[config.mk]
export PLATFORM = sky130hd
export DESIGN_NAME = drive_msg_device_flat
export DESIGN_NICKNAME = d
export VERILOG_FILES = /design/src/rtl/drive_msg_pkg.sv /design/src/rtl/drive_msg_if.sv /design/src/rtl/drive_msg_device.sv /design/src/flat_wrapper.sv
export SDC_FILE = /design/constraint.sdc
export NUM_CORES = 1
export LEC_CHECK = 0
export BUFFER_PORTS_ARGS = -buffer_cell sky130_fd_sc_hd__buf_2
export CORE_ASPECT_RATIO = 0.9
export CORE_MARGIN = 5
export CORE_UTILIZATION = 46
export DETAILED_ROUTE_END_ITERATION = 12
export MAX_ROUTING_LAYER = met4
export PLACE_DENSITY = 0.77
export SLEW_MARGIN = 20
export SYNTH_ARGS = -nofsm -noshare
export SYNTH_HDL_FRONTEND = slang
export SYNTH_SLANG_ARGS = --single-unit
[constraint.sdc]
create_clock -name clk_sys -period 2.2 [get_ports clk_sys]
set_clock_uncertainty 0.1 [all_clocks]
set_input_delay 0.33 -clock clk_sys [delete_from_list [all_inputs] [get_ports clk_sys]]
set_output_delay 0.33 -clock clk_sys [all_outputs]
set_load 0.02 [all_outputs]
[src/rtl/drive_msg_pkg.sv]
package drive_msg_pkg;
  localparam int          MSG_BYTES      = 8;
  localparam logic [3:0]  MSG_TYPE_1     = 4'h1;
  localparam logic [3:0]  MSG_TYPE_2     = 4'h2;
  localparam logic [3:0]  AXIS_ZERO      = 4'h0;
  localparam logic [7:0]  BYTE_ZERO      = 8'h00;
  // type 2 opcodes
  localparam logic [7:0]  OP2_PARAM_RD   = 8'h84;
  localparam logic [7:0]  OP2_POS_RD     = 8'h88;
  localparam logic [7:0]  OP2_RD_89      = 8'h89;
  localparam logic [7:0]  OP2_WR32       = 8'h9E;
  localparam logic [7:0]  OP2_REG_RD32   = 8'h9F;
  // type 1 opcodes
  localparam logic [15:0] OP1_MOVE_DIST  = 16'h00B6;
  localparam logic [15:0] OP1_FEED_SENS  = 16'h006B;
  localparam logic [15:0] OP1_VEL_SET    = 16'h001D;
  // io encoding
  localparam logic [7:0]  EDGE_RISING    = 8'h52;
  localparam logic [7:0]  INPUT_TWO      = 8'hB2;
  // status code bit positions and reset values
  localparam int          STAT_FAULT_BIT = 0;
  localparam int          STAT_MOTION_BIT = 4;
  localparam logic [15:0] STATUS_RST     = 16'h0000;
  localparam logic [31:0] DIST_RST       = 32'h0000_0000;
  localparam logic [15:0] VEL_RST        = 16'h0000;

  typedef logic [MSG_BYTES*8-1:0] msg_t;

  // byte n of a message, byte 0 in the top bits
  function automatic logic [7:0] msgByte(input msg_t m, input int n);
    msgByte = m[(MSG_BYTES-1-n)*8 +: 8];
  endfunction
endpackage

[src/rtl/drive_msg_if.sv]
`timescale 1ns/1ps
interface drive_msg_if;
  import drive_msg_pkg::*;
  logic cmdValid;
  logic cmdReady;
  msg_t cmdMsg;
  logic rspValid;
  logic rspReady;
  msg_t rspMsg;
  modport host (output cmdValid, output cmdMsg, input cmdReady,
                input rspValid, input rspMsg, output rspReady);
  modport drive (input cmdValid, input cmdMsg, output cmdReady,
                 output rspValid, output rspMsg, input rspReady);
endinterface

[src/rtl/drive_msg_device.sv]
// How it works
// - only type 2 returns read data
// - type 2: opcode byte 2, operand byte 3
// - host: type 2 byte1 axis0/type2, byte0 zero
// - type 2 data bytes 4-5; 0x9E 32-bit
// - type 2 response echoes opcode and operand
// - type 2 response byte1 axis0/type2, byte0 zero
// - status code in bytes 4-5 by default
// - status bits flag fault and motion
// - response width 16 or 32 by opcode
// - 0x84/0x88/0x89 read data in bytes 4-5
// - 0x9F returns 32 bits in bytes 4-7
// - bytes 6-7 zero except 0x9F
// - move distance takes 32-bit step count
// - feed to sensor stops distance after edge
// - feed operand: edge byte 6, input byte 7
// - velocity in quarter-rpm units
`timescale 1ns/1ps
module drive_msg_device
  import drive_msg_pkg::*;
(
  // clock and reset
  input  wire logic        clk_sys,
  input  wire logic        rst,
  input  wire logic        clkEn,
  // message link
  drive_msg_if.drive       link,
  // drive state
  input  wire logic        faultIn,
  input  wire logic        sensorIn2,
  input  wire logic [15:0] paramRdData,
  input  wire logic [31:0] wideRdData,
  // drive control
  output logic             motorRun,
  output logic [31:0]      moveDist,
  output logic [15:0]      velocity,
  output logic             t2WrStb,
  output logic [7:0]       t2WrOpcode,
  output logic [7:0]       t2WrOperand,
  output logic [31:0]      t2WrData
);
  logic        busy_r;
  logic        ready_r;
  msg_t        rsp_r;
  logic        motorRun_r;
  logic [31:0] moveDist_r;
  logic [31:0] stepsLeft_r;
  logic        armed_r;
  logic [15:0] velocity_r;
  logic        wrStb_r;
  logic [7:0]  wrOp_r;
  logic [7:0]  wrOpd_r;
  logic [31:0] wrData_r;
  logic [2:0]  sensSync_r;
  logic        sensLvl_r;

  wire  [7:0]  b1     = msgByte(link.cmdMsg, 1);
  wire  [7:0]  b2     = msgByte(link.cmdMsg, 2);
  wire  [7:0]  b3     = msgByte(link.cmdMsg, 3);
  wire  [7:0]  b4     = msgByte(link.cmdMsg, 4);
  wire  [7:0]  b5     = msgByte(link.cmdMsg, 5);
  wire  [7:0]  b6     = msgByte(link.cmdMsg, 6);
  wire  [7:0]  b7     = msgByte(link.cmdMsg, 7);
  wire         isT2   = (b1[3:0] == MSG_TYPE_2);
  wire  [15:0] op1    = {BYTE_ZERO, b3};
  wire         take   = link.cmdValid & ~busy_r;
  wire         done   = link.rspReady & busy_r;
  wire  [15:0] status;
  wire         rd16   = (b2 == OP2_PARAM_RD) | (b2 == OP2_POS_RD) | (b2 == OP2_RD_89);
  wire         rd32   = (b2 == OP2_REG_RD32);
  wire  [31:0] dat32  = {b4, b5, b6, b7};
  wire  [15:0] word45 = rd16 ? paramRdData : status;
  wire  [15:0] word67 = rd32 ? wideRdData[15:0] : 16'h0000;
  wire         t1Take = take & ~isT2;
  wire         t2Wr   = take & isT2 & ~rd16 & ~rd32;
  wire         feedGo = t1Take & (op1 == OP1_FEED_SENS)
                        & (b6 == EDGE_RISING) & (b7 == INPUT_TWO);
  wire         lastStep = stepsLeft_r <= 32'h0000_0001;
  msg_t        rspT2;
  msg_t        rspT1;
  wire         sensRise = sensLvl_r == 1'b0 && sensSync_r[1] && sensSync_r[2];
  wire         sensFall = sensLvl_r == 1'b1 && !sensSync_r[1] && !sensSync_r[2];
  wire         armNow   = motorRun_r & ~armed_r & sensRise;

  // status bits; other positions reserved here
  assign status = STATUS_RST | (16'(faultIn) << STAT_FAULT_BIT)
                  | (16'(motorRun_r) << STAT_MOTION_BIT);
  assign rspT2  = {BYTE_ZERO, AXIS_ZERO, MSG_TYPE_2, b2, b3,
                   (rd32 ? wideRdData[31:16] : word45), word67};
  // type 1 never carries read data back
  assign rspT1  = {BYTE_ZERO, b1, BYTE_ZERO, b3, status, 16'h0000};

  // ready is a flop of its own, so the link never sees a gate after busy
  assign link.cmdReady = ready_r;
  assign link.rspValid = busy_r;
  assign link.rspMsg   = rsp_r;
  assign motorRun      = motorRun_r;
  assign moveDist      = moveDist_r;
  assign velocity      = velocity_r;
  assign t2WrStb       = wrStb_r;
  assign t2WrOpcode    = wrOp_r;
  assign t2WrOperand   = wrOpd_r;
  assign t2WrData      = wrData_r;

  always_ff @(posedge clk_sys)
  begin
    if (rst)
    begin
      busy_r <= 1'b0;
      rsp_r  <= '0;
      ready_r <= 1'b1;
    end
    else if (clkEn)
    begin
      if (take)
      begin
        busy_r <= 1'b1;
        ready_r <= 1'b0;
        rsp_r  <= isT2 ? rspT2 : rspT1;
      end
      else if (done)
      begin
        busy_r  <= 1'b0;
        ready_r <= 1'b1;
      end
    end
  end

  // pin synchroniser: change counts once stages 2 and 3 agree
  always_ff @(posedge clk_sys)
  begin
    if (rst)
    begin
      // resets to the idle pin level, so no false edge follows reset
      sensSync_r <= 3'b000;
      sensLvl_r  <= 1'b0;
    end
    else if (clkEn)
    begin
      sensSync_r <= {sensSync_r[1:0], sensorIn2};
      if (sensRise)
        sensLvl_r <= 1'b1;
      else if (sensFall)
        sensLvl_r <= 1'b0;
    end
  end

  always_ff @(posedge clk_sys)
  begin
    if (rst)
    begin
      moveDist_r  <= DIST_RST;
      velocity_r  <= VEL_RST;
      motorRun_r  <= 1'b0;
      armed_r     <= 1'b0;
      stepsLeft_r <= DIST_RST;
      wrStb_r     <= 1'b0;
      wrOp_r      <= BYTE_ZERO;
      wrOpd_r     <= BYTE_ZERO;
      wrData_r    <= 32'h0000_0000;
    end
    else if (clkEn)
    begin
      wrStb_r <= 1'b0;
      if (t2Wr)
      begin
        wrStb_r  <= 1'b1;
        wrOp_r   <= b2;
        wrOpd_r  <= b3;
        // 0x9E spans four bytes, all others two
        wrData_r <= (b2 == OP2_WR32) ? dat32 : {16'h0000, b4, b5};
      end
      if (t1Take && op1 == OP1_MOVE_DIST)
        moveDist_r <= dat32;
      if (t1Take && op1 == OP1_VEL_SET)
        velocity_r <= {b6, b7};
      // a fresh feed rearms; an edge seen before it is ignored
      if (feedGo)
      begin
        motorRun_r <= 1'b1;
        armed_r    <= 1'b0;
      end
      // distance latched at the edge, so a later distance command cannot cut this move
      else if (armNow)
      begin
        armed_r     <= 1'b1;
        stepsLeft_r <= moveDist_r;
        if (moveDist_r == 32'h0000_0000)
          motorRun_r <= 1'b0;
      end
      else if (motorRun_r && armed_r)
      begin
        // one step per enabled cycle; a stand-in for the step generator
        stepsLeft_r <= stepsLeft_r - 32'h0000_0001;
        if (lastStep)
        begin
          motorRun_r <= 1'b0;
          armed_r    <= 1'b0;
        end
      end
    end
  end
endmodule

[src/flat_wrapper.sv]
// flat-port wrapper written by rule: the top's interface ports become plain ports
module drive_msg_device_flat import drive_msg_pkg::*;
  (clk_sys, rst, clkEn, faultIn, sensorIn2, paramRdData, wideRdData, motorRun, moveDist, velocity, t2WrStb, t2WrOpcode, t2WrOperand, t2WrData, link_cmdValid, link_cmdMsg, link_cmdReady, link_rspValid, link_rspMsg, link_rspReady);
  drive_msg_if link_i ();
  input  wire logic clk_sys;
  input  wire logic rst;
  input  wire logic clkEn;
  input  wire logic faultIn;
  input  wire logic sensorIn2;
  input  wire logic [15:0] paramRdData;
  input  wire logic [31:0] wideRdData;
  output logic motorRun;
  output logic [31:0] moveDist;
  output logic [15:0] velocity;
  output logic t2WrStb;
  output logic [7:0] t2WrOpcode;
  output logic [7:0] t2WrOperand;
  output logic [31:0] t2WrData;
  input wire logic [$bits(link_i.cmdValid)-1:0] link_cmdValid;
  input wire logic [$bits(link_i.cmdMsg)-1:0] link_cmdMsg;
  output wire logic [$bits(link_i.cmdReady)-1:0] link_cmdReady;
  output wire logic [$bits(link_i.rspValid)-1:0] link_rspValid;
  output wire logic [$bits(link_i.rspMsg)-1:0] link_rspMsg;
  input wire logic [$bits(link_i.rspReady)-1:0] link_rspReady;
  assign link_i.cmdValid = link_cmdValid;
  assign link_i.cmdMsg = link_cmdMsg;
  assign link_cmdReady = link_i.cmdReady;
  assign link_rspValid = link_i.rspValid;
  assign link_rspMsg = link_i.rspMsg;
  assign link_i.rspReady = link_rspReady;
  drive_msg_device u_core (.clk_sys(clk_sys), .rst(rst), .clkEn(clkEn), .link(link_i), .faultIn(faultIn), .sensorIn2(sensorIn2), .paramRdData(paramRdData), .wideRdData(wideRdData), .motorRun(motorRun), .moveDist(moveDist), .velocity(velocity), .t2WrStb(t2WrStb), .t2WrOpcode(t2WrOpcode), .t2WrOperand(t2WrOperand), .t2WrData(t2WrData));
endmodule
==> results.py, run 1 <==
metrics = {
    "run": {
        "drv_cap": 0,
    },
    "clock_network": {
        "insertion_delay_ns": 0.44,
        "clk_pin_slew_worst_paths_ns": 0.08,
        "cts_tree": "built",
        "clockBufferDepth": 2,
        "cts_root_buf": "clkbuf_16",
        "cts_num_sinks": 193,
        "numCtsBuffers": 17,
        "htree_levels": 4,
    },
    "die": {
        "io_pins": 283,
        "die_x_um": 154,
        "coreArea_um2": 18400,
        "start_util_pct": 47.0,
        "die_h_um": 140,
        "die_area_um2": 21600,
        "rows": 47,
    },
    "worst_setup_path": {
        "worstSetupEndpointType": "flip-flop",
        "crit_chain": "or4_4 -> nor4b_4 -> buf_4 -> a21oi_2 -> or3_4 -> a221oi_2",
        "worstPathRequired_ns": 2.46,
        "reg2reg_from": "u_core.stepsLeft_r[12]",
        "rrSetupSlack_ns": 0.002,
        "ff2ff_path_depth": 6,
        "crit_path_start_kind": "flip-flop",
        "crit_path_max_fanout": 3,
        "cp.arrival_ns": 2.45,
        "slowest_stage": "or4_4",
        "crit_path_max_incr_delay_ns": 0.56,
        "critical_path_class": "reg -> reg",
        "reg2reg_to": "u_core.stepsLeft_r[20]",
        "cp.buffers_inverters": 1,
        "cpLargestDelayFamily": "simple AND/OR/NAND/NOR gates",
    },
    "yosys": {
        "synth_area_leaders": "dfxtp_1 (45%), mux2i_1 (7.8%), nor2_1 (6.7%), a21oi_1 (4.6%), a22oi_1 (3.6%)",
        "synth_top_area_share_pct": 44.7,
        "avgSynthCellArea_um2": 8.57,
        "ys_seq_elements": 193,
        "yosysUniqueCellTypes": 63,
        "yosysWarnings": 0,
        "synthArstFlopShare_pct": 0,
        "synth_top_area_cell": "dfxtp_1",
        "synth_edf_count": 0,
        "ys.flop_type": "dfxtp_1",
        "syn_inst": 1008,
        "synthesis.area_um2": 8640,
        "yosysSeqAreaShare_pct": 44.7,
    },
    "detailed_routing": {
        "vias": 9279,
        "wl_met2_mm": 14.9,
        "top_layer": "met4",
        "remaining_drc_errors": 0,
        "dr.pass1.iters": 6,
        "ant_nets": 0,
        "drt-initial-drc-count": 713,
        "wl_per_cell_um": 20.3,
        "wl_met3_mm": 3.68,
        "routed_wl_mm": 32.5,
        "drt-met1-wl_mm": 12.6,
        "vias_per_cell": 5.81,
    },
    "hold_path": {
        "holdPathEnd": "u_core.link.rspMsg[16]",
        "whs_path_depth": 2,
        "min_from": "faultIn",
        "hold_path_class": "in -> reg",
    },
    "sta": {
        "rsz0062_at_grt": "true",
        "hold_viol": 0,
        "fin_crit_sh_pct": 99.9,
        "min_period_ns": 2.20,
        "setup_viol": 0,
        "slew_violations": 0,
        "timing.slew.headroom_pct": 58.8,
        "timing.final.ws_setup_ns": 0.00221,
        "worst_slew_pin_slew_ns": 0.612,
        "fmax_mhz": 455,
    },
    "layout": {
        "syn_to_final_growth_pct": 36.5,
        "final_util_pct": 64.1,
        "nets": 1456,
        "drive_gt1_share_pct": 35.0,
    },
    "outcome": {
        "status": "finished clean",
    },
    "pwr": {
        "p_leak_uw": 0.00537,
        "power_density_nw_per_um2": 611,
        "ir_drop_mv": 0.549,
    },
    "global_routing": {
        "grt_pass1_wl_mm": 48.7,
        "antenna_found_initial": 4,
        "globalRouteOverflowTotal": 0,
        "grt_max_degree": 111,
        "grt_pass1_vias": 8887,
        "grtUsageTotal_pct": 29.1,
    },
    "place": {
        "dp_hpwl_mm": 23.8,
        "io_buffers": 266,
        "place.gp.congestion": 0.932,
        "dp_worst_setup_slack_ns": -0.235,
    },
}
==> how the worst max path moves through the flow <==
stage / from / end / slack [ns] / cells after the start
final: u_core.stepsLeft_r[12] / u_core.stepsLeft_r[20] / 0.002 / 6
after global routing: u_core.stepsLeft_r[15] / u_core.stepsLeft_r[24] / -0.11 / 7
after CTS: u_core.stepsLeft_r[8] / u_core.stepsLeft_r[23] / 0.005 / 7
after detailed placement: link_cmdMsg[0] / u_core.stepsLeft_r[5] / -0.24 / 9
after global placement: link_cmdMsg[0] / u_core.stepsLeft_r[2] / -0.22 / 9
after floorplan: u_core.stepsLeft_r[0] / u_core.stepsLeft_r[14] / -0.003 / 8
==> what timing repair did <==
item,4_1_cts,5_1_grt
endpoints found under the hold margin,0,0
pin swaps,2,14
cloned,0,3
hold buffers,0,0
buffers inserted,1,4
gates resized for setup,3,33
setup endpoints to repair,14,40
==> registers in the layout (all words and copies together) (netlist names) <==
register	flops
u_core.link.cmdReady	1
u_core.sensSync_r	3
u_core.velocity	16
u_core.sensLvl_r	1
u_core.link.rspMsg	56
u_core.motorRun	1
u_core.moveDist	32
u_core.stepsLeft_r	32
u_core.t2WrOperand	8
u_core.t2WrData	32
u_core.link.rspValid	1
u_core.t2WrStb	1
u_core.t2WrOpcode	8
u_core.armed_r	1
==> through the flow <==
step | instances | total power, uW | cell area (um^2) | hold WS, ns | TNS [ns]
2_1_floorplan | 1015 | 3830 | 8700 | 0.344 | -0.00684
3_3_place_gp | 1554 | 4120 | 11000 | 0.338 | -7.16
3_5_place_dp | 1554 | 4120 | 11000 | 0.347 | -9.44
4_1_cts | 1587 | 7220 | 11600 | 0.00736 | 0
5_1_grt | 1598 | 7430 | 11800 | 0.0202 | -0.573
6_report | 1598 | 7210 | 11800 | 0.0168 | 0
==> cell usage after synthesis, types with 4 or more instances <==
cell,count
a21oi_1,80
inv_1,25
buf_4,10
nor4_1,10
or4_1,5
nand3b_1,4
a211o_1,8
and3_1,9
mux2i_1,67
o21ai_0,19
nor2_1,155
dfxtp_1,193
nand4_1,9
nand2_1,78
a211oi_1,17
a22oi_1,42
o311ai_0,7
a31oi_1,45
buf_1,5
nor3_1,12
or3_1,4
a22o_1,16
nand3_1,28
o31ai_1,18
clkbuf_1,60
buf_2,16
==> layout make-up <==
type	instances	area [um^2]
Inverter	25	93.8
Antenna cell	5	12.5
Tap cell	245	307
Clock buffer	18	439
Clock inverter	14	149
Timing Repair Buffer	393	2490
Fill cell	1564	6610
Sequential cell	193	3870
Multi-Input combinational cell	705	4430
==> layout by cell type (no fill, tap or decap), types with 4 or more instances in the layout <==
cell	instances
a21oi_1	76
a22o_1	16
nor3_1	10
and3_1	7
buf_12	11
a31oi_1	45
nand3_1	27
inv_1	24
dfxtp_1	188
nor4_4	4
nand4_1	9
conb_1	8
nand2_1	78
o311ai_1	6
nor4_1	10
dfxtp_2	4
o21ai_1	6
nor2_1	151
nand3b_1	4
buf_2	265
buf_4	111
a22oi_1	42
a211oi_1	16
o31ai_1	17
a211o_1	8
o21ai_0	15
or4_4	5
diode_2	5
mux2i_1	66
clkbuf_16	20
a21oi_2	4
==> power by group <==
group / switching, uW / internal [uW] / total, uW
logic: 323 / 199 / 522
clock network: 1510 / 1640 / 3150
registers: 17.5 / 3520 / 3540
total: 1850 / 5350 / 7210
==> logic make-up (layout without fill, tap and decap cells) <==
kind of cell | Yosys count | in the layout | synth area share (%)
other cells | 1 | 13 | 0.0434
fa+ha+maj | 2 | 2 | 0.290
mux | 68 | 68 | 7.89
simple gates | 346 | 346 | 19.5
compound gates | 281 | 281 | 21.7
flops | 193 | 193 | 44.7
buf+inv | 117 | 450 | 5.83
==> routing by layer <==
layer  global-route usage (%)  up-vias
li1                         -     4305
met1                     35.3     4383
met2                     45.2      498
met3                     7.93       93
met4                     13.5        0
met5                        -        -
==> worst register-to-register path, stage by stage (launching register included) <==
cell	delay, ns
dfxtp_1	0.32
or4_4	0.56
nor4b_4	0.32
buf_4	0.17
a21oi_2	0.04
or3_4	0.37
a221oi_2	0.23
Note: power is estimated with default switching activity, not from simulation.
==> inputs of run 2 (changes only) <==
--- a/config.mk
+++ b/config.mk
@@ -6,12 +6,14 @@
 export NUM_CORES = 1
 export LEC_CHECK = 0
 export BUFFER_PORTS_ARGS = -buffer_cell sky130_fd_sc_hd__buf_2
+export CELL_PAD_IN_SITES_DETAIL_PLACEMENT = 0
+export CELL_PAD_IN_SITES_GLOBAL_PLACEMENT = 1
 export CORE_ASPECT_RATIO = 0.9
 export CORE_MARGIN = 5
-export CORE_UTILIZATION = 46
+export CORE_UTILIZATION = 33
 export DETAILED_ROUTE_END_ITERATION = 12
 export MAX_ROUTING_LAYER = met4
-export PLACE_DENSITY = 0.77
+export PLACE_DENSITY_LB_ADDON = 0.1
 export SLEW_MARGIN = 20
 export SYNTH_ARGS = -nofsm -noshare
 export SYNTH_HDL_FRONTEND = slang
==> run 2 against run 1 <==
Compared with the run above:
- combinational power increased by 3%
- power decreased by 0.66%
- sequential power about the same
- wire length increased by 4.8%
- fmax increased by 0.82%
- final cell count increased by 7.3%
- critical path depth increased by 3
- count of clock-buffer cells in the layout unchanged
- sequential share of layout area decreased by 0.94 points
- first-iteration DRC count decreased by 8.7%
- core utilization decreased by 17 points
- critical endpoint is now u_core.stepsLeft_r[10]
- largest power group unchanged
==> results.py, run 2 (synthesis gave the netlist of run 1 again) <==
metrics = {
    "worst_setup_path": {
        "crit_path_start_kind": "flip-flop",
        "crit_path_max_fanout": 4,
        "worstPathRequired_ns": 2.47,
        "critical_path_class": "reg -> reg",
        "crit_path_max_incr_delay_ns": 0.52,
        "slowest_stage": "or4b_4",
        "path_common_cell": "buf_4",
        "crit_chain": "inv_2 -> ha_4 -> or4b_4 -> nor2_4 -> buf_4 -> buf_4 -> nand3_1 -> a211o_1 -> a21oi_1",
        "cpLargestDelayFamily": "simple AND/OR/NAND/NOR gates",
        "cp.buffers_inverters": 3,
        "cp.arrival_ns": 2.45,
        "worstSetupEndpointType": "flip-flop",
    },
    "pwr": {
        "p_sw_share_pct": 26.9,
        "power_density_nw_per_um2": 589,
        "power.total_uw": 7160,
        "p_leak_uw": 0.00547,
        "comb_power_share_pct": 7.5,
        "seqPwrFrac_pct": 49.4,
        "ir_drop_mv": 0.376,
        "p_sw_uw": 1920,
        "p_clk_share_pct": 43.1,
        "power.internal_uw": 5240,
    },
    "clock_network": {
        "clk_pin_slew_worst_paths_ns": 0.08,
        "insertion_delay_ns": 0.44,
        "cts_tree": "built",
        "clockBufferDepth": 2,
        "cts_num_sinks": 193,
        "cts_root_buf": "clkbuf_16",
        "numCtsBuffers": 17,
        "htree_levels": 4,
    },
    "die": {
        "coreArea_um2": 25900,
        "die_area_um2": 29500,
        "die_x_um": 181,
        "rows": 56,
        "start_util_pct": 33.3,
        "die_h_um": 164,
        "io_pins": 283,
    },
    "layout": {
        "final_util_pct": 46.9,
        "syn_to_final_growth_pct": 40.6,
        "final_cell_mix": "buf_2 (266), dfxtp_1 (188), nor2_1 (149), buf_4 (117), nand2_1 (78)",
        "register_area_um2": 3870,
        "drive_gt1_share_pct": 36.3,
        "final_common_cell": "buf_2",
        "multiInputGateArea_um2": 4530,
        "largest_register_ffs": 56,
        "nFillCells": 2631,
        "nets": 1473,
    },
    "sta": {
        "worst_slew_pin_slew_ns": 0.865,
        "fin_crit_sh_pct": 99.1,
        "whs_ns": 0.0192,
        "fmax_mhz": 459,
        "timing.final.ws_setup_ns": 0.0201,
        "slew_violations": 0,
        "setup_viol": 0,
        "hold_viol": 0,
        "rsz0062_at_grt": "true",
        "timing.slew.headroom_pct": 42.4,
        "min_period_ns": 2.18,
    },
    "detailed_routing": {
        "drt-met1-wl_mm": 15.3,
        "vias": 8878,
        "wl_met3_mm": 2.15,
        "top_layer": "met4",
        "ant_nets": 0,
        "wl_per_cell_um": 19.9,
        "dr.pass1.iters": 5,
        "routed_wl_mm": 34.1,
        "vias_per_cell": 5.18,
        "wl_met2_mm": 15.8,
        "remaining_drc_errors": 0,
        "drt-initial-drc-count": 651,
    },
    "global_routing": {
        "grt_pass1_vias": 8702,
        "grt_max_degree": 184,
        "antenna_found_initial": 2,
        "globalRouteOverflowTotal": 0,
        "grt_pass1_wl_mm": 51.7,
        "grtUsageTotal_pct": 22.8,
    },
    "place": {
        "io_buffers": 266,
        "place.gp.congestion": 0.872,
        "dp_worst_setup_slack_ns": -0.386,
        "dp_hpwl_mm": 24.4,
    },
    "outcome": {
        "status": "finished clean",
    },
    "hold_path": {
        "hold_path_class": "in -> reg",
    },
    "run": {
        "drv_cap": 0,
    },
}
run 2: final timing paths:
kind / slack (ns) / endpoint / start / cells after the start
setup / recovery: 0.02 / u_core.stepsLeft_r[10] / u_core.stepsLeft_r[1] / 9
hold / removal: 0.02 / u_core.link.rspMsg[15] / wideRdData[15] / 3
setup reg to reg: 0.02 / u_core.stepsLeft_r[10] / u_core.stepsLeft_r[1] / 9
hold reg to reg: 0.35 / u_core.t2WrOpcode[6] / u_core.t2WrOpcode[6] / 2
run 2: power groups by stage:
stage	combinational, uW	clock, uW	sequential (uW)
global route	579	3300	3540
global placement	509	0	3620
CTS	513	3170	3530
detailed placement	509	0	3620
finish	537	3090	3530
floorplan	187	0	3650
run 2: layer usage:
metal,global-route usage [%],vias up
met1,29.5,4187
met4,6.05,0
met3,5.23,44
met2,36.4,307
met5,-,-
li1,-,4340
run 2: worst min-delay path: cells and delay by family:
kind	cells	cell delay, ns
buf+inv	1	0.07
simple gates	1	0.07
compound gates	1	0.05
run 2: cell type report:
type | count | share of cell area, %
flip-flops and latches | 193 | 31.9
repair buffers | 410 | 21.7
multi-input cells | 705 | 37.2
well taps | 348 | 3.58
clock inverters | 14 | 1.22
diodes | 2 | 0.0412
inverters | 25 | 0.772
clock buffers | 18 | 3.53
run 2: per-stage QoR:
step	instance area, um^2	TNS, ns	cells
floorplan	8700	-0.00684	1015
CTS	11800	0	1696
finish	12200	0	1715
global route	12200	-0.239	1715
detailed placement	11100	-12.47	1658
global placement	11100	-11.95	1658
run 2: repair_timing:
item	4_1_cts	5_1_grt
pin swaps	5	26
gates resized for setup	8	62
setup endpoints to repair	30	50
cloned	2	2
endpoints found under the hold margin	1	0
hold buffers	1	0
buffers inserted	3	15
